===== src/hw/wtm_pkg.sv =====
/*
 Constants, register map and types for the waveform trigger and marker controller.
 Assumes one clock at the sample rate and a 32-bit AXI4-Lite register bus.
*/
// Notes on behaviour
// - Manual trigger command fires one internal trigger
// - Sync output aligns output start to trigger
// - Processing latency is readable by software
// - Delay unit selects samples or time, samples default
// - Sample delay with hundredth resolution, from zero; only whole samples applied
// - Time delay in ns, capped clock periods
// - Applied delay readable in quarter nanoseconds
// - Hold-off ignores restart triggers after restart
// - Five marker sources, waveform-defined by default
// - Waveform-defined marker follows stored marker bits
// - Duty marker alternates high and low periods
// - Pattern marker plays 1 to 64 bits
// - Pulse marker divides by 2 to 1024
// - Pulse frequency readable, rate over divisor
// - Marker start offset by programmed symbols
// - Marker delay readable in thousandths of microseconds
// - Clock source is internal only
// - Trigger mode selectable, auto by default
// - Arm stops output and awaits trigger
package wtm_pkg;
	localparam int CLK_HZ = 20_000_000;
	localparam int CLK_PERIOD_NS = 50;
	localparam int AXI_AW = 8;
	localparam int PAT_W = 64;

	// Global register offsets
	localparam logic [7:0] ADDR_CTRL = 8'h00;
	localparam logic [7:0] ADDR_CMD = 8'h04;
	localparam logic [7:0] ADDR_SAMPLE_DELAY = 8'h08;
	localparam logic [7:0] ADDR_TIME_UNIT_DELAY = 8'h0C;
	localparam logic [7:0] ADDR_HOLDOFF = 8'h10;
	localparam logic [7:0] ADDR_STATUS = 8'h14;
	localparam logic [7:0] ADDR_PROCESSING_LATENCY = 8'h18;
	localparam logic [7:0] ADDR_APPLIED_LO = 8'h1C;
	localparam logic [7:0] ADDR_APPLIED_HI = 8'h20;
	// Marker channel c sits at (c + 1) * 0x40; word index in bits 5:2
	localparam logic [3:0] MKW_MODE = 4'h0;
	localparam logic [3:0] MKW_HIGH = 4'h1;
	localparam logic [3:0] MKW_LOW = 4'h2;
	localparam logic [3:0] MKW_PAT_LO = 4'h3;
	localparam logic [3:0] MKW_PAT_HI = 4'h4;
	localparam logic [3:0] MKW_PAT_LEN = 4'h5;
	localparam logic [3:0] MKW_DIVIDER = 4'h6;
	localparam logic [3:0] MKW_DELAY = 4'h7;
	localparam logic [3:0] MKW_PULSE_FREQ = 4'h8;
	localparam logic [3:0] MKW_DELAY_TIME = 4'h9;

	// Field positions
	localparam int CTRL_SYNC = 0;
	localparam int CTRL_UNIT_TIME = 1;
	localparam int CTRL_TMODE_LSB = 4;
	localparam int CTRL_CLKSRC = 8;
	localparam int CMD_TRIGGER = 0;
	localparam int CMD_ARM = 1;
	localparam int DLY_FRAC_W = 7;
	localparam int DLY_WHOLE_W = 25;

	// Reset values and limits
	localparam logic RST_SYNC = 1'b1;
	localparam logic CLKSRC_INTERNAL = 1'b0;
	localparam logic [31:0] FRAC_MAX = 32'h0000_0063;
	localparam logic [31:0] DLY_MAX_CYC = 32'h7FFF_FFFF;
	localparam logic [31:0] HOLDOFF_MAX_CYC = 32'((64'(CLK_HZ) * 64'd2147) / 64'd100);
	localparam logic [31:0] PERIOD_MIN = 32'h0000_0001;
	localparam logic [31:0] PERIOD_MAX = 32'h00E3_8E37;
	localparam logic [31:0] PAT_LEN_MIN = 32'h0000_0001;
	localparam logic [31:0] PAT_LEN_MAX = 32'h0000_0040;
	localparam logic [6:0] PAT_LEN_RST = 7'h02;
	localparam logic [63:0] PAT_RST = 64'h0000_0000_0000_0002;
	localparam logic [31:0] DIV_MIN = 32'h0000_0002;
	localparam logic [31:0] DIV_MAX = 32'h0000_0400;
	localparam int QNS_PER_CYC = CLK_PERIOD_NS * 4;
	localparam int QNS_PER_HUNDREDTH = QNS_PER_CYC / 100;
	localparam int OWN_LAT_CYC = 5;

	typedef enum logic [2:0] {
		MK_WAVEFORM_DEFINED, MK_RESTART, MK_PULSE, MK_PATTERN, MK_DUTY
	} wtm_mk_mode_t;
	localparam logic [2:0] MK_MODE_LAST = 3'h4;

	typedef enum logic [2:0] {
		TM_AUTO, TM_RETRIGGER, TM_ARMED_FREE_RUN, TM_ARMED_REARM, TM_SINGLE
	} wtm_trig_mode_t;
	localparam logic [2:0] TM_LAST = 3'h4;

	typedef enum logic [1:0] {ST_START, ST_ARMED, ST_RUN} wtm_play_state_t;
endpackage


===== src/hw/wtm_countdown.sv =====
/*
 Loadable down counter that decrements once per clock and pulses when it runs out.
 Assumes load and value come from logic on the same clock.
*/
`timescale 1ns/1ns
module wtm_countdown #(
	parameter int W = 32
) (
	input wire logic aclk,
	input wire logic aresetn,
	input wire logic load,
	input wire logic [W-1:0] value,
	output logic busy,
	output logic done
);
	logic [W-1:0] cnt;

	// A load always restarts the count, even while busy
	always_ff @(posedge aclk) begin
		if (!aresetn) begin
			busy <= 1'b0;
			cnt <= '0;
		end else if (load) begin
			busy <= 1'b1;
			cnt <= value;
		end else if (busy) begin
			if (cnt == '0) begin
				busy <= 1'b0;
			end else begin
				cnt <= cnt - W'(1);
			end
		end
	end

	// Done comes value + 1 cycles after the load edge
	always_ff @(posedge aclk) begin
		if (!aresetn) begin
			done <= 1'b0;
		end else begin
			done <= busy && !load && (cnt == '0);
		end
	end
endmodule


===== src/hw/wtm_marker.sv =====
/*
 One marker output generator with five sources and a start offset.
 Assumes restart and running come from the playback control on the same clock.
*/
`timescale 1ns/1ns
module wtm_marker #(
	parameter int PW = 24
) (
	input wire logic aclk,
	input wire logic aresetn,
	input wtm_pkg::wtm_mk_mode_t mode,
	input wire logic [PW-1:0] high_period_samples,
	input wire logic [PW-1:0] low_period_samples,
	input wire logic [wtm_pkg::PAT_W-1:0] pattern,
	input wire logic [6:0] pat_len,
	input wire logic [10:0] divider,
	input wire logic [PW-1:0] start_delay,
	input wire logic restart,
	input wire logic running,
	input wire logic waveform_bit,
	output logic marker
);
	logic start;
	logic active;
	logic duty_hi;
	logic [PW-1:0] phase;
	logic [5:0] bit_idx;

	// Generated sources begin start_delay + 1 cycles after the restart
	wtm_countdown #(.W(PW)) u_start (
		.aclk(aclk),
		.aresetn(aresetn),
		.load(restart),
		.value(start_delay),
		.busy(),
		.done(start)
	);

	// Generators stay quiet between a restart and the delayed start
	always_ff @(posedge aclk) begin
		if (!aresetn || restart || !running) begin
			active <= 1'b0;
		end else if (start) begin
			active <= 1'b1;
		end
	end

	// Phase counters; the pattern plays most significant used bit first
	always_ff @(posedge aclk) begin
		if (!aresetn || start) begin
			phase <= '0;
			duty_hi <= 1'b1;
			bit_idx <= 6'(pat_len - 7'd1);
		end else if (active && running) begin
			case (mode)
				wtm_pkg::MK_PULSE: begin
					phase <= (phase >= PW'(divider) - PW'(1)) ? '0 : phase + PW'(1);
				end
				wtm_pkg::MK_DUTY: begin
					if (phase >= (duty_hi ? high_period_samples : low_period_samples) - PW'(1)) begin
						phase <= '0;
						duty_hi <= !duty_hi;
					end else begin
						phase <= phase + PW'(1);
					end
				end
				wtm_pkg::MK_PATTERN: begin
					bit_idx <= (bit_idx == 6'h00) ? 6'(pat_len - 7'd1) : bit_idx - 6'h01;
				end
				default: begin
				end
			endcase
		end
	end

	// Registered marker level per source
	always_ff @(posedge aclk) begin
		if (!aresetn) begin
			marker <= 1'b0;
		end else begin
			case (mode)
				wtm_pkg::MK_WAVEFORM_DEFINED: marker <= waveform_bit && running;
				wtm_pkg::MK_RESTART: marker <= start && running;
				wtm_pkg::MK_PULSE: marker <= active && running && (phase < PW'(divider >> 1));
				wtm_pkg::MK_DUTY: marker <= active && running && duty_hi;
				wtm_pkg::MK_PATTERN: marker <= active && running && pattern[bit_idx];
				default: marker <= 1'b0;
			endcase
		end
	end
endmodule


===== src/hw/wtm_top.sv =====
/*
 Trigger and marker controller for a waveform playback engine, with AXI4-Lite registers.
 Assumes aclk is the sample clock, the external trigger pin is asynchronous, and the
 waveform marker bits come from the playback memory on the same clock.
*/
`timescale 1ns/1ns
module wtm_top #(
	parameter int NMARK = 3,
	parameter int PIPE_LAT_NS = 0,
	parameter int SINGLE_LEN = 1024
) (
	input wire logic aclk,
	input wire logic aresetn,
	input wire logic [wtm_pkg::AXI_AW-1:0] s_axi_awaddr,
	input wire logic s_axi_awvalid,
	output logic s_axi_awready,
	input wire logic [31:0] s_axi_wdata,
	input wire logic [3:0] s_axi_wstrb,
	input wire logic s_axi_wvalid,
	output logic s_axi_wready,
	output logic [1:0] s_axi_bresp,
	output logic s_axi_bvalid,
	input wire logic s_axi_bready,
	input wire logic [wtm_pkg::AXI_AW-1:0] s_axi_araddr,
	input wire logic s_axi_arvalid,
	output logic s_axi_arready,
	output logic [31:0] s_axi_rdata,
	output logic [1:0] s_axi_rresp,
	output logic s_axi_rvalid,
	input wire logic s_axi_rready,
	input wire logic ext_trigger_pin,
	input wire logic [NMARK-1:0] waveform_defined_marker,
	output logic [NMARK-1:0] marker_out,
	output logic play_run,
	output logic play_restart
);
	localparam logic [1:0] RESP_OKAY = 2'h0;
	localparam logic [1:0] RESP_SLVERR = 2'h2;

	// Settings
	logic sync_output_enable;
	logic unit_time;
	wtm_pkg::wtm_trig_mode_t trig_mode;
	logic [wtm_pkg::DLY_WHOLE_W-1:0] delay_whole;
	logic [wtm_pkg::DLY_FRAC_W-1:0] delay_frac;
	logic [31:0] time_unit_delay;
	logic [31:0] holdoff;
	wtm_pkg::wtm_mk_mode_t mk_mode [NMARK];
	logic [23:0] high_period_samples [NMARK];
	logic [23:0] low_period_samples [NMARK];
	logic [63:0] mk_pattern [NMARK];
	logic [6:0] mk_pat_len [NMARK];
	logic [10:0] mk_divider [NMARK];
	logic [23:0] mk_delay [NMARK];

	// Trigger path
	logic ext_meta;
	logic ext_sync;
	logic ext_prev;
	logic manual_cmd;
	logic arm_cmd;
	logic mode_write;
	logic dly_busy;
	logic dly_done;
	logic inh_busy;
	logic single_done;
	wtm_pkg::wtm_play_state_t state;
	wtm_pkg::wtm_play_state_t next_state;
	logic next_restart;
	logic [31:0] delay_cyc;
	logic [39:0] applied_delay_seconds;

	// Bus decode
	logic wr_fire;
	logic rd_fire;
	logic [31:0] wr_val;
	logic [1:0] wr_ch;
	logic [3:0] wr_idx;

	function automatic logic [31:0] wmerge(input logic [31:0] old, input logic [31:0] d,
		input logic [3:0] s);
		logic [31:0] r;
		r = old;
		for (int b = 0; b < 4; b++) begin
			if (s[b]) begin
				r[b*8 +: 8] = d[b*8 +: 8];
			end
		end
		return r;
	endfunction

	function automatic logic [31:0] clamp(input logic [31:0] v, input logic [31:0] lo,
		input logic [31:0] hi);
		return (v < lo) ? lo : ((v > hi) ? hi : v);
	endfunction

	function automatic logic is_mapped(input logic [7:0] a);
		logic [1:0] c;
		c = a[7:6] - 2'h1;
		if (a[7:6] != 2'h0) begin
			return (int'(c) < NMARK) && (a[5:2] <= wtm_pkg::MKW_DELAY_TIME);
		end
		return {a[7:2], 2'h0} <= wtm_pkg::ADDR_APPLIED_HI;
	endfunction

	// Current content of any register word; command word reads as zero
	function automatic logic [31:0] word_at(input logic [7:0] a);
		logic [1:0] c;
		logic [31:0] r;
		c = a[7:6] - 2'h1;
		r = 32'h0000_0000;
		if (a[7:6] == 2'h0) begin
			case ({a[7:2], 2'h0})
				wtm_pkg::ADDR_CTRL: begin
					r[wtm_pkg::CTRL_SYNC] = sync_output_enable;
					r[wtm_pkg::CTRL_UNIT_TIME] = unit_time;
					r[wtm_pkg::CTRL_TMODE_LSB +: 3] = trig_mode;
					r[wtm_pkg::CTRL_CLKSRC] = wtm_pkg::CLKSRC_INTERNAL;
				end
				wtm_pkg::ADDR_SAMPLE_DELAY: r = {delay_whole, delay_frac};
				wtm_pkg::ADDR_TIME_UNIT_DELAY: r = time_unit_delay;
				wtm_pkg::ADDR_HOLDOFF: r = holdoff;
				wtm_pkg::ADDR_STATUS: r = {28'h000_0000, inh_busy, dly_busy,
					state == wtm_pkg::ST_ARMED, play_run};
				wtm_pkg::ADDR_PROCESSING_LATENCY:
					r = 32'(wtm_pkg::OWN_LAT_CYC * wtm_pkg::CLK_PERIOD_NS + PIPE_LAT_NS);
				wtm_pkg::ADDR_APPLIED_LO: r = applied_delay_seconds[31:0];
				wtm_pkg::ADDR_APPLIED_HI: r = {24'h00_0000, applied_delay_seconds[39:32]};
				default: r = 32'h0000_0000;
			endcase
		end else if (int'(c) < NMARK) begin
			case (a[5:2])
				wtm_pkg::MKW_MODE: r = {29'h0000_0000, mk_mode[c]};
				wtm_pkg::MKW_HIGH: r = {8'h00, high_period_samples[c]};
				wtm_pkg::MKW_LOW: r = {8'h00, low_period_samples[c]};
				wtm_pkg::MKW_PAT_LO: r = mk_pattern[c][31:0];
				wtm_pkg::MKW_PAT_HI: r = mk_pattern[c][63:32];
				wtm_pkg::MKW_PAT_LEN: r = {25'h000_0000, mk_pat_len[c]};
				wtm_pkg::MKW_DIVIDER: r = {21'h00_0000, mk_divider[c]};
				wtm_pkg::MKW_DELAY: r = {8'h00, mk_delay[c]};
				wtm_pkg::MKW_PULSE_FREQ: r = 32'(wtm_pkg::CLK_HZ) / {21'h00_0000, mk_divider[c]};
				wtm_pkg::MKW_DELAY_TIME:
					r = {8'h00, mk_delay[c]} * 32'(wtm_pkg::CLK_PERIOD_NS);
				default: r = 32'h0000_0000;
			endcase
		end
		return r;
	endfunction

	assign wr_fire = s_axi_awready && s_axi_awvalid && s_axi_wvalid;
	assign rd_fire = s_axi_arready && s_axi_arvalid;
	assign wr_val = wmerge(word_at(s_axi_awaddr), s_axi_wdata, s_axi_wstrb);
	assign wr_ch = s_axi_awaddr[7:6] - 2'h1;
	assign wr_idx = s_axi_awaddr[5:2];

	// Write channel: address and data are taken together once both are offered
	always_ff @(posedge aclk) begin
		if (!aresetn) begin
			s_axi_awready <= 1'b0;
			s_axi_wready <= 1'b0;
			s_axi_bvalid <= 1'b0;
			s_axi_bresp <= RESP_OKAY;
		end else begin
			s_axi_awready <= s_axi_awvalid && s_axi_wvalid && !s_axi_awready && !s_axi_bvalid;
			s_axi_wready <= s_axi_awvalid && s_axi_wvalid && !s_axi_awready && !s_axi_bvalid;
			if (wr_fire) begin
				s_axi_bvalid <= 1'b1;
				s_axi_bresp <= is_mapped(s_axi_awaddr) ? RESP_OKAY : RESP_SLVERR;
			end else if (s_axi_bready) begin
				s_axi_bvalid <= 1'b0;
			end
		end
	end

	// Read channel: data are captured at the address handshake
	always_ff @(posedge aclk) begin
		if (!aresetn) begin
			s_axi_arready <= 1'b0;
			s_axi_rvalid <= 1'b0;
			s_axi_rdata <= 32'h0000_0000;
			s_axi_rresp <= RESP_OKAY;
		end else begin
			s_axi_arready <= s_axi_arvalid && !s_axi_arready && !s_axi_rvalid;
			if (rd_fire) begin
				s_axi_rvalid <= 1'b1;
				s_axi_rdata <= word_at(s_axi_araddr);
				s_axi_rresp <= is_mapped(s_axi_araddr) ? RESP_OKAY : RESP_SLVERR;
			end else if (s_axi_rready) begin
				s_axi_rvalid <= 1'b0;
			end
		end
	end

	// Global settings; out-of-range mode codes are ignored, limits are clamped
	always_ff @(posedge aclk) begin
		if (!aresetn) begin
			sync_output_enable <= wtm_pkg::RST_SYNC;
			unit_time <= 1'b0;
			trig_mode <= wtm_pkg::TM_AUTO;
			delay_whole <= '0;
			delay_frac <= '0;
			time_unit_delay <= 32'h0000_0000;
			holdoff <= 32'h0000_0000;
		end else if (wr_fire && s_axi_awaddr[7:6] == 2'h0) begin
			case ({s_axi_awaddr[7:2], 2'h0})
				wtm_pkg::ADDR_CTRL: begin
					sync_output_enable <= wr_val[wtm_pkg::CTRL_SYNC];
					unit_time <= wr_val[wtm_pkg::CTRL_UNIT_TIME];
					if (wr_val[wtm_pkg::CTRL_TMODE_LSB +: 3] <= wtm_pkg::TM_LAST) begin
						trig_mode <= wtm_pkg::wtm_trig_mode_t'(wr_val[wtm_pkg::CTRL_TMODE_LSB +: 3]);
					end
				end
				wtm_pkg::ADDR_SAMPLE_DELAY: begin
					delay_whole <= wr_val[31:wtm_pkg::DLY_FRAC_W];
					delay_frac <= 7'(clamp({25'h000_0000, wr_val[6:0]}, 32'h0000_0000,
						wtm_pkg::FRAC_MAX));
				end
				wtm_pkg::ADDR_TIME_UNIT_DELAY: time_unit_delay <= wr_val;
				wtm_pkg::ADDR_HOLDOFF:
					holdoff <= clamp(wr_val, 32'h0000_0000, wtm_pkg::HOLDOFF_MAX_CYC);
				default: begin
				end
			endcase
		end
	end

	// Command pulses and mode-change detection, one cycle each
	always_ff @(posedge aclk) begin
		if (!aresetn) begin
			manual_cmd <= 1'b0;
			arm_cmd <= 1'b0;
			mode_write <= 1'b0;
		end else begin
			manual_cmd <= wr_fire && s_axi_awaddr[7:2] == wtm_pkg::ADDR_CMD[7:2]
				&& s_axi_wstrb[0] && s_axi_wdata[wtm_pkg::CMD_TRIGGER];
			arm_cmd <= wr_fire && s_axi_awaddr[7:2] == wtm_pkg::ADDR_CMD[7:2]
				&& s_axi_wstrb[0] && s_axi_wdata[wtm_pkg::CMD_ARM];
			mode_write <= wr_fire && s_axi_awaddr[7:2] == wtm_pkg::ADDR_CTRL[7:2]
				&& wr_val[wtm_pkg::CTRL_TMODE_LSB +: 3] != trig_mode
				&& wr_val[wtm_pkg::CTRL_TMODE_LSB +: 3] <= wtm_pkg::TM_LAST;
		end
	end

	// Marker settings, one set per channel
	always_ff @(posedge aclk) begin
		if (!aresetn) begin
			for (int c = 0; c < NMARK; c++) begin
				mk_mode[c] <= wtm_pkg::MK_WAVEFORM_DEFINED;
				high_period_samples[c] <= 24'(wtm_pkg::PERIOD_MIN);
				low_period_samples[c] <= 24'(wtm_pkg::PERIOD_MIN);
				mk_pattern[c] <= wtm_pkg::PAT_RST;
				mk_pat_len[c] <= wtm_pkg::PAT_LEN_RST;
				mk_divider[c] <= 11'(wtm_pkg::DIV_MIN);
				mk_delay[c] <= 24'h00_0000;
			end
		end else if (wr_fire && s_axi_awaddr[7:6] != 2'h0) begin
			for (int c = 0; c < NMARK; c++) begin
				if (2'(c) == wr_ch) begin
					case (wr_idx)
						wtm_pkg::MKW_MODE: begin
							if (wr_val[2:0] <= wtm_pkg::MK_MODE_LAST) begin
								mk_mode[c] <= wtm_pkg::wtm_mk_mode_t'(wr_val[2:0]);
							end
						end
						wtm_pkg::MKW_HIGH: high_period_samples[c] <=
							24'(clamp(wr_val, wtm_pkg::PERIOD_MIN, wtm_pkg::PERIOD_MAX));
						wtm_pkg::MKW_LOW: low_period_samples[c] <=
							24'(clamp(wr_val, wtm_pkg::PERIOD_MIN, wtm_pkg::PERIOD_MAX));
						wtm_pkg::MKW_PAT_LO: mk_pattern[c][31:0] <= wr_val;
						wtm_pkg::MKW_PAT_HI: mk_pattern[c][63:32] <= wr_val;
						wtm_pkg::MKW_PAT_LEN: mk_pat_len[c] <=
							7'(clamp(wr_val, wtm_pkg::PAT_LEN_MIN, wtm_pkg::PAT_LEN_MAX));
						wtm_pkg::MKW_DIVIDER: mk_divider[c] <=
							11'(clamp(wr_val, wtm_pkg::DIV_MIN, wtm_pkg::DIV_MAX));
						wtm_pkg::MKW_DELAY: mk_delay[c] <= wr_val[23:0];
						default: begin
						end
					endcase
				end
			end
		end
	end

	// Delay in cycles; the fraction of a sample cannot be applied at clock level,
	// so the applied-delay readout leaves it out as well
	always_comb begin
		if (unit_time) begin
			delay_cyc = clamp(time_unit_delay / 32'(wtm_pkg::CLK_PERIOD_NS), 32'h0000_0000,
				wtm_pkg::DLY_MAX_CYC);
			applied_delay_seconds = 40'(delay_cyc) * 40'(wtm_pkg::QNS_PER_CYC);
		end else begin
			delay_cyc = {7'h00, delay_whole};
			applied_delay_seconds = 40'(delay_cyc) * 40'(wtm_pkg::QNS_PER_CYC);
		end
	end

	// Two-stage synchroniser, edge taken from the second stage only
	always_ff @(posedge aclk) begin
		if (!aresetn) begin
			ext_meta <= 1'b0;
			ext_sync <= 1'b0;
			ext_prev <= 1'b0;
		end else begin
			ext_meta <= ext_trigger_pin;
			ext_sync <= ext_meta;
			ext_prev <= ext_sync;
		end
	end

	// External edges arriving during a running delay are dropped
	wtm_countdown #(.W(32)) u_delay (
		.aclk(aclk),
		.aresetn(aresetn),
		.load(ext_sync && !ext_prev && !dly_busy),
		.value(delay_cyc),
		.busy(dly_busy),
		.done(dly_done)
	);

	wtm_countdown #(.W(32)) u_holdoff (
		.aclk(aclk),
		.aresetn(aresetn),
		.load(next_restart),
		.value(holdoff),
		.busy(inh_busy),
		.done()
	);

	wtm_countdown #(.W(32)) u_single (
		.aclk(aclk),
		.aresetn(aresetn),
		.load(next_state == wtm_pkg::ST_RUN && state != wtm_pkg::ST_RUN
			&& trig_mode == wtm_pkg::TM_SINGLE),
		.value(32'(SINGLE_LEN - 1)),
		.busy(),
		.done(single_done)
	);

	// Playback control; arm beats a trigger, a mode change restarts the sequence
	always_comb begin
		next_state = state;
		next_restart = 1'b0;
		case (state)
			wtm_pkg::ST_START: begin
				if (trig_mode == wtm_pkg::TM_AUTO || trig_mode == wtm_pkg::TM_RETRIGGER) begin
					next_state = wtm_pkg::ST_RUN;
					next_restart = 1'b1;
				end else begin
					next_state = wtm_pkg::ST_ARMED;
				end
			end
			wtm_pkg::ST_ARMED: begin
				if ((manual_cmd || dly_done) && !inh_busy) begin
					next_state = wtm_pkg::ST_RUN;
					next_restart = sync_output_enable;
				end
			end
			wtm_pkg::ST_RUN: begin
				if (trig_mode == wtm_pkg::TM_SINGLE && single_done) begin
					next_state = wtm_pkg::ST_ARMED;
				end else if ((manual_cmd || dly_done) && !inh_busy && sync_output_enable
					&& (trig_mode == wtm_pkg::TM_RETRIGGER
					|| trig_mode == wtm_pkg::TM_ARMED_REARM)) begin
					next_restart = 1'b1;
				end
			end
			default: next_state = wtm_pkg::ST_START;
		endcase
		if (arm_cmd) begin
			next_state = wtm_pkg::ST_ARMED;
			next_restart = 1'b0;
		end
		if (mode_write) begin
			next_state = wtm_pkg::ST_START;
			next_restart = 1'b0;
		end
	end

	always_ff @(posedge aclk) begin
		if (!aresetn) begin
			state <= wtm_pkg::ST_START;
			play_run <= 1'b0;
			play_restart <= 1'b0;
		end else begin
			state <= next_state;
			play_run <= next_state == wtm_pkg::ST_RUN;
			play_restart <= next_restart;
		end
	end

	// One generator per marker output
	for (genvar g = 0; g < NMARK; g++) begin : g_marker
		wtm_marker #(.PW(24)) u_marker (
			.aclk(aclk),
			.aresetn(aresetn),
			.mode(mk_mode[g]),
			.high_period_samples(high_period_samples[g]),
			.low_period_samples(low_period_samples[g]),
			.pattern(mk_pattern[g]),
			.pat_len(mk_pat_len[g]),
			.divider(mk_divider[g]),
			.start_delay(mk_delay[g]),
			.restart(play_restart),
			.running(play_run),
			.waveform_bit(waveform_defined_marker[g]),
			.marker(marker_out[g])
		);
	end
endmodule


===== config.mk =====
export PLATFORM = sky130hd
export DESIGN_NAME = wtm_top
export DESIGN_NICKNAME = d
export VERILOG_FILES = /design/src/hw/wtm_pkg.sv /design/src/hw/wtm_countdown.sv /design/src/hw/wtm_marker.sv /design/src/hw/wtm_top.sv
export SDC_FILE = /design/constraint.sdc
export NUM_CORES = 2
export LEC_CHECK = 0
export ABC_CLOCK_PERIOD_IN_PS = 118500
export BUFFER_PORTS_ARGS = -buffer_cell sky130_fd_sc_hd__buf_2
export CORE_ASPECT_RATIO = 1.1
export CORE_MARGIN = 2
export CORE_UTILIZATION = 45
export CTS_CLUSTER_SIZE = 25
export DETAILED_ROUTE_END_ITERATION = 12
export SKIP_CTS_REPAIR_TIMING = 1
export SYNTH_ARGS = -nofsm -noshare
export SYNTH_HDL_FRONTEND = slang
export SYNTH_HIERARCHICAL = 1
export SYNTH_SLANG_ARGS = --single-unit

===== constraint.sdc =====
create_clock -name aclk -period 118.5 [get_ports aclk]
set_input_delay 23.7 -clock aclk [delete_from_list [all_inputs] [get_ports aclk]]
set_output_delay 23.7 -clock aclk [all_outputs]
set_load 0.03 [all_outputs]

; Word level (Yosys, flattened, before mapping)
; Memory sizes are Yosys's and may differ from the RTL's.
; Index checks and enable logic that the tools add are counted.
[word_totals]
reg_bits = 429
ramBits = 471
out_inout_bits = 46
word_cells = 617
n_memories = 7
[mem_list]
columns = name, words, width, read_ports, rd_clocked_by_memory_dff, wr, line_no
row1 = mk_pattern, 3, 64, 5, 0, 3, wtm_top.sv:51  ; logic [63:0] mk_pattern [NMARK];
row2 = high_period_samples, 3, 24, 5, 0, 3, wtm_top.sv:49  ; logic [23:0] high_period_samples [NMARK];
row3 = low_period_samples, 3, 24, 5, 0, 3, wtm_top.sv:50  ; logic [23:0] low_period_samples [NMARK];
row4 = mk_delay, 3, 24, 5, 0, 3, wtm_top.sv:54  ; logic [23:0] mk_delay [NMARK];
row5 = mk_divider, 3, 11, 5, 0, 3, wtm_top.sv:53  ; logic [10:0] mk_divider [NMARK];
row6 = mk_pat_len, 3, 7, 5, 0, 3, wtm_top.sv:52  ; logic [6:0] mk_pat_len [NMARK];
row7 = 1 more memories, n/a, n/a, n/a, n/a, n/a, n/a
[op_classes]
add_sub_neg = 23
mul = 4
div_mod_pow = 3
magnitude_cmp = 30
eq_ne = 61
n_mux = 267
n_bitwise = 26
n_reduce_logical = 140
[op_table]
columns = op, n
row1 = 2-to-1 mux 24 bit, 29
row2 = 2-to-1 mux 32 bit, 21
row3 = case mux 32 bit (10 select lines), 2
row4 = case mux 23 bit (4 select lines), 2
row5 = 2-to-1 mux 1 bit, 151
row6 = greater-or-equal comparator 24 bit, 6
row7 = case mux 24 bit (2 select lines), 3
row8 = "subtractor 24 x 1 -> 24 bit, second input constant", 6
row9 = zero test 32 bit, 3
row10 = "less-than comparator 32 x 1 -> 1 bit, second input constant", 3
row11 = "subtractor 32 x 1 -> 32 bit, second input constant", 3
row12 = "adder 24 x 1 -> 24 bit, second input constant", 3
row13 = zero test 24 bit, 3
row14 = less-than comparator 24 x 10 -> 1 bit, 3
row15 = 2-to-1 mux 6 bit, 12
row16 = "divider 25 x 11 -> 32 bit, first input constant", 2
row17 = "multiplier 24 x 5 -> 29 bit, second input constant", 2
row18 = logical AND 1 bit, 55
row19 = 2-to-1 mux 11 bit, 5
row20 = "== test 6 x 3 -> 1 bit, second input constant", 8
row21 = 2-to-1 mux 7 bit, 6
row22 = case mux 3 bit (7 select lines), 2
row23 = 2-to-1 mux 40 bit, 1
row24 = nonzero test 2 bit, 19
row25 = other kinds (58), 204

; Depth between registers and ports, before layout
[logic_depth]
ltp_word = 17
ltp_mapped = 474
ltp_nobuf = 427

; Modules after synthesis
; Netlist, hierarchy kept.
[by_module_without_submodules]
columns = mod, n_inst, cells_each, area_per_inst_um2, seq_area_each_um2
row1 = wtm_top, 1, 11798, 92886.6, 17126.4
row2 = wtm_marker, 3, 543, 4494.3, 720.7
row3 = wtm_countdown at u_delay ..., 3, 237, 1944.4, 680.7
row4 = wtm_countdown at g_marker[0].u_marker.u_start ..., 3, 181, 1537.7, 520.5

; Worst setup path before layout
; OpenSTA, ideal clock, no wires.
[synth_path]
path_type = input port to flip-flop
from = input port s_axi_awaddr[6] (netlist name)
to = memory mk_mode[1][0] (netlist name), enable pin
arrival_time_ns = 106.987
t_required_ns = 118.156
path_slack_ns = 11.169
path_stages = 455
path_cell_list = buf_6 > buf_6 > inv_1 > clkbuf_1 > clkbuf_1 > clkbuf_1 > ha_1 > clkbuf_8 > clkbuf_8 > buf_12 > mux2i_1 > and4_1 > nand2_1 > a2111oi_0 > ha_1 > a31o_1 > a2111o_1 > a21oi_1 > (+419 left out) > nor4_4 > and2_1 > buf_6 > clkbuf_8 > mux2_2 > ha_1 > a21o_1 > a21oi_1 > nor2b_1 > o21ai_0 > nand2b_1 > a21oi_1 > o41ai_1 > a31oi_1 > nand4_1 > o21ai_2 > a31oi_1 > o21ai_0
[synth_rtl]
columns = item, line_no
row1 = "start, declared", wtm_top.sv:14  ; input wire logic [wtm_pkg::AXI_AW-1:0] s_axi_awaddr,
row2 = "end, declared", wtm_top.sv:48  ; wtm_pkg::wtm_mk_mode_t mk_mode [NMARK];

; Final worst setup path
[layout_path]
from = input port s_axi_awaddr[6] (netlist name)
to = register holdoff[12]
[layout_via]
elab_chain_cells = 10
elab_cells_between_ends = 39
classes_between = add/sub: 1 / mul: 1 / div: 1 / order compare: 3 / eq/ne: 7 / mux: 15 / reduce/logical: 4 / memory: 7
[layout_rtl]
columns = item, line_no
row1 = subtractor 2 x 1 -> 2 bit, wtm_top.sv:110  ; c = a[7:6] - 2'h1;
row2 = memory read (3 x 11 bit) / memory read (3 x 24 bit) (equally long branches), n/a
row3 = divider 25 x 11 -> 32 bit / multiplier 24 x 5 -> 29 bit (equally long branches), "wtm_top.sv:141, wtm_top.sv:143"
row4 = case mux 32 bit (10 select lines), wtm_top.sv:132  ; case (a[5:2])
row5 = 2-to-1 mux 32 bit, wtm_top.sv:131  ; end else if (int'(c) < NMARK) begin
row6 = 2-to-1 mux 32 bit, wtm_top.sv:112  ; if (a[7:6] == 2'h0) begin
row7 = 2-to-1 mux 8 bit, wtm_top.sv:85  ; if (s[b]) begin
row8 = > comparator 32 x 29 -> 1 bit, wtm_top.sv:94  ; return (v < lo) ? lo : ((v > hi) ? hi : v);
row9 = 2-to-1 mux 32 bit (2 in series), wtm_top.sv:94
row10 = "end signal, assigned", wtm_top.sv:220  ; holdoff <= clamp(wr_val, 32'h0000_0000, wtm_pkg::HOLDOFF_MAX_CYC);
row11 = "end, declared", wtm_top.sv:47  ; logic [31:0] holdoff;
; Parallel ways exist; a longest one is shown, timed or not.
; A chain may end at the register's enable or synchronous reset.

==> results.sh <==
export IMPL_worstMarginPinSlew_ps=1430
export IMPL_setup_slack_ps=6990
export IMPL_vias=118000
export IMPL_core_area_sq_um=259000
export IMPL_fmax_mhz=8.97
export IMPL_min_period_ps=111510
export IMPL_nFillCells=25700
export IMPL_timing_final_crit_share_pct=94.1
export IMPL_htreeDepth=3
export IMPL_relSlewSlack_pct=4.57
export IMPL_pin_count=109
export IMPL_grtUsageTotal_pct=33.2
export IMPL_rsz0062_at_grt="false"
export IMPL_root_buffer="clkbuf_16"
export IMPL_clock_skew_ps=88.7
export IMPL_dieArea_sq_um=264000
export IMPL_grtUsageMet3_pct=7.05
export IMPL_finalHoldViolations=0
export IMPL_place_inst=18200
export IMPL_clockBufferDepth=3
export IMPL_synth_avg_cell_area_sq_um=7.96
export IMPL_seqCellArea_sq_um=22900
export IMPL_cts_sinks=898
export IMPL_syn_instance_count=14700
export IMPL_cts_tree="done"
export IMPL_dp_hpwl_um=356000
export IMPL_avgRoutedWirePerCell_um=24.9
export IMPL_worstHoldStart="s_axi_bvalid"
export IMPL_slew_violations=0
export IMPL_syn2layout_area_growth_pct=8.56
export IMPL_fin_setup_tns_ps=0
export IMPL_worstSetupEndpointType="flop"
export IMPL_place_port_buffers=102
export IMPL_ant_nets=0
export IMPL_r2r_slack_ps=30500
export IMPL_grt_pass1_wl_um=680000
export IMPL_hold_path_class="flop to flop"
export IMPL_hold_end="s_axi_wready"
export IMPL_antenna_found_initial=35
export IMPL_layout_nets=16000
export IMPL_r2r_cells=421
export IMPL_grt_max_degree=87
export IMPL_gp_congestion=1.05
export IMPL_crit_top_cell="a21oi_1"
export IMPL_maxCapViolations=0
export IMPL_final_cell_mix="1539 x nor2_1, 1232 x a21oi_1, 1046 x ha_1, 946 x nand2_1, 819 x o21ai_0"
export IMPL_grt_overflow=0
export IMPL_slowest_delay_ps=840
export IMPL_drc=0
export IMPL_start_util_pct=45.1
export IMPL_drive_gt1_share_pct=12.1
export IMPL_worstPathMaxFanout=47
export IMPL_synth_area_sq_um=117000
export IMPL_use_met1_pct=43.0
export IMPL_numCtsBuffers=98
export IMPL_outcome="finished clean"
export IMPL_arrival_ps=112070
export IMPL_grt_util_met2_pct=51.1
export IMPL_required_ps=119060
export IMPL_busiest_layer="met2"
export IMPL_rr_startpoint="mk_divider[1][1]"
export IMPL_via_per_inst=6.43
export IMPL_final_common_cell="nor2_1"
export IMPL_place_ws_ps=4220
export IMPL_num_rows=196
export IMPL_setup_viol=0
export IMPL_hold_path_depth=1
export IMPL_firstDrtPassIters=9
export IMPL_grt_pass1_vias=108000
export IMPL_die_x_um=490
export IMPL_start_kind="input port"
export IMPL_synth_warnings=6
export IMPL_layout_cells_non_filler=18400
export IMPL_die_h_um=538
export IMPL_multi_input_area_sq_um=88400
export IMPL_clkTransAtPathRegs_ps=70
export IMPL_r2r_end="holdoff[12]"
export IMPL_insertion_delay_ps=810
export IMPL_crit_type="input port to flop"
export IMPL_initialDrtViolationCount=12300
export IMPL_routed_wl_um=458000
export IMPL_slowest_stage="o21ai_2"
sequential cells by signal, indices dropped and copies added (netlist names), 33 cells and up:
register,count
g_marker.u_marker/phase,72
g_marker.u_marker/u_start/cnt,72
high_period_samples,72
low_period_samples,72
mk_delay,72
mk_divider,33
mk_pattern,192
area by class of cell:
type,count,area share (%)
diodes,12,0.0237
well taps,3465,3.42
inverters,713,2.11
clock buffers,128,2.12
clock inverters,56,0.603
multi-input cells,12400,69.8
repair buffers,679,3.92
flip-flops and latches,898,18.0
worst max path at each step:
stage / from / endpoint / slack, ps / depth (start not counted)
after floorplan: s_axi_awaddr[6] / mk_mode[1][0] / 11170 / 455
final: s_axi_awaddr[6] / holdoff[12] / 6990 / 425
after global placement: s_axi_araddr[6] / s_axi_rdata[0] / 4230 / 402
after CTS: s_axi_awaddr[6] / holdoff[12] / 4480 / 425
after detailed placement: s_axi_awaddr[6] / mk_pat_len[0][4] / 4220 / 424
after global routing: s_axi_araddr[6] / s_axi_rdata[0] / 80 / 411
layer usage:
metal | part of all wire [%] | wire (um) | vias to the layer above
li1 | - | - | 55900
met5 | 0.019 | 89 | -
met3 | 9.4 | 42900 | 1125
met1 | 41 | 187000 | 56200
met4 | 6.4 | 29500 | 16
met2 | 43 | 198000 | 4953
stage by stage:
| step | hold WS, ps | instance area [sq um] | utilization, % |
|---|---|---|---|
| 6_report | 453 | 127000 | 49.0 |
| 2_1_floorplan | 412 | 117000 | - |
| 3_3_place_gp | 441 | 123000 | 47.6 |
| 4_1_cts | 451 | 126000 | 48.9 |
| 3_5_place_dp | 437 | 123000 | 47.6 |
| 5_1_grt | 490 | 127000 | 49.0 |
worst max-delay path: cells and delay by family:
family	cells	cell delay (ps)
AO/OA/AOI/OAI	233	47490
XOR/XNOR	1	150
AND/OR/NAND/NOR	127	23650
adder cells (fa/ha/maj)	31	9450
buffers and inverters	26	5240
multiplexers	7	1980
Power is left out: the tool's default activity adds up to more than one toggle a clock period on the data nets, which glitch-free logic cannot reach.
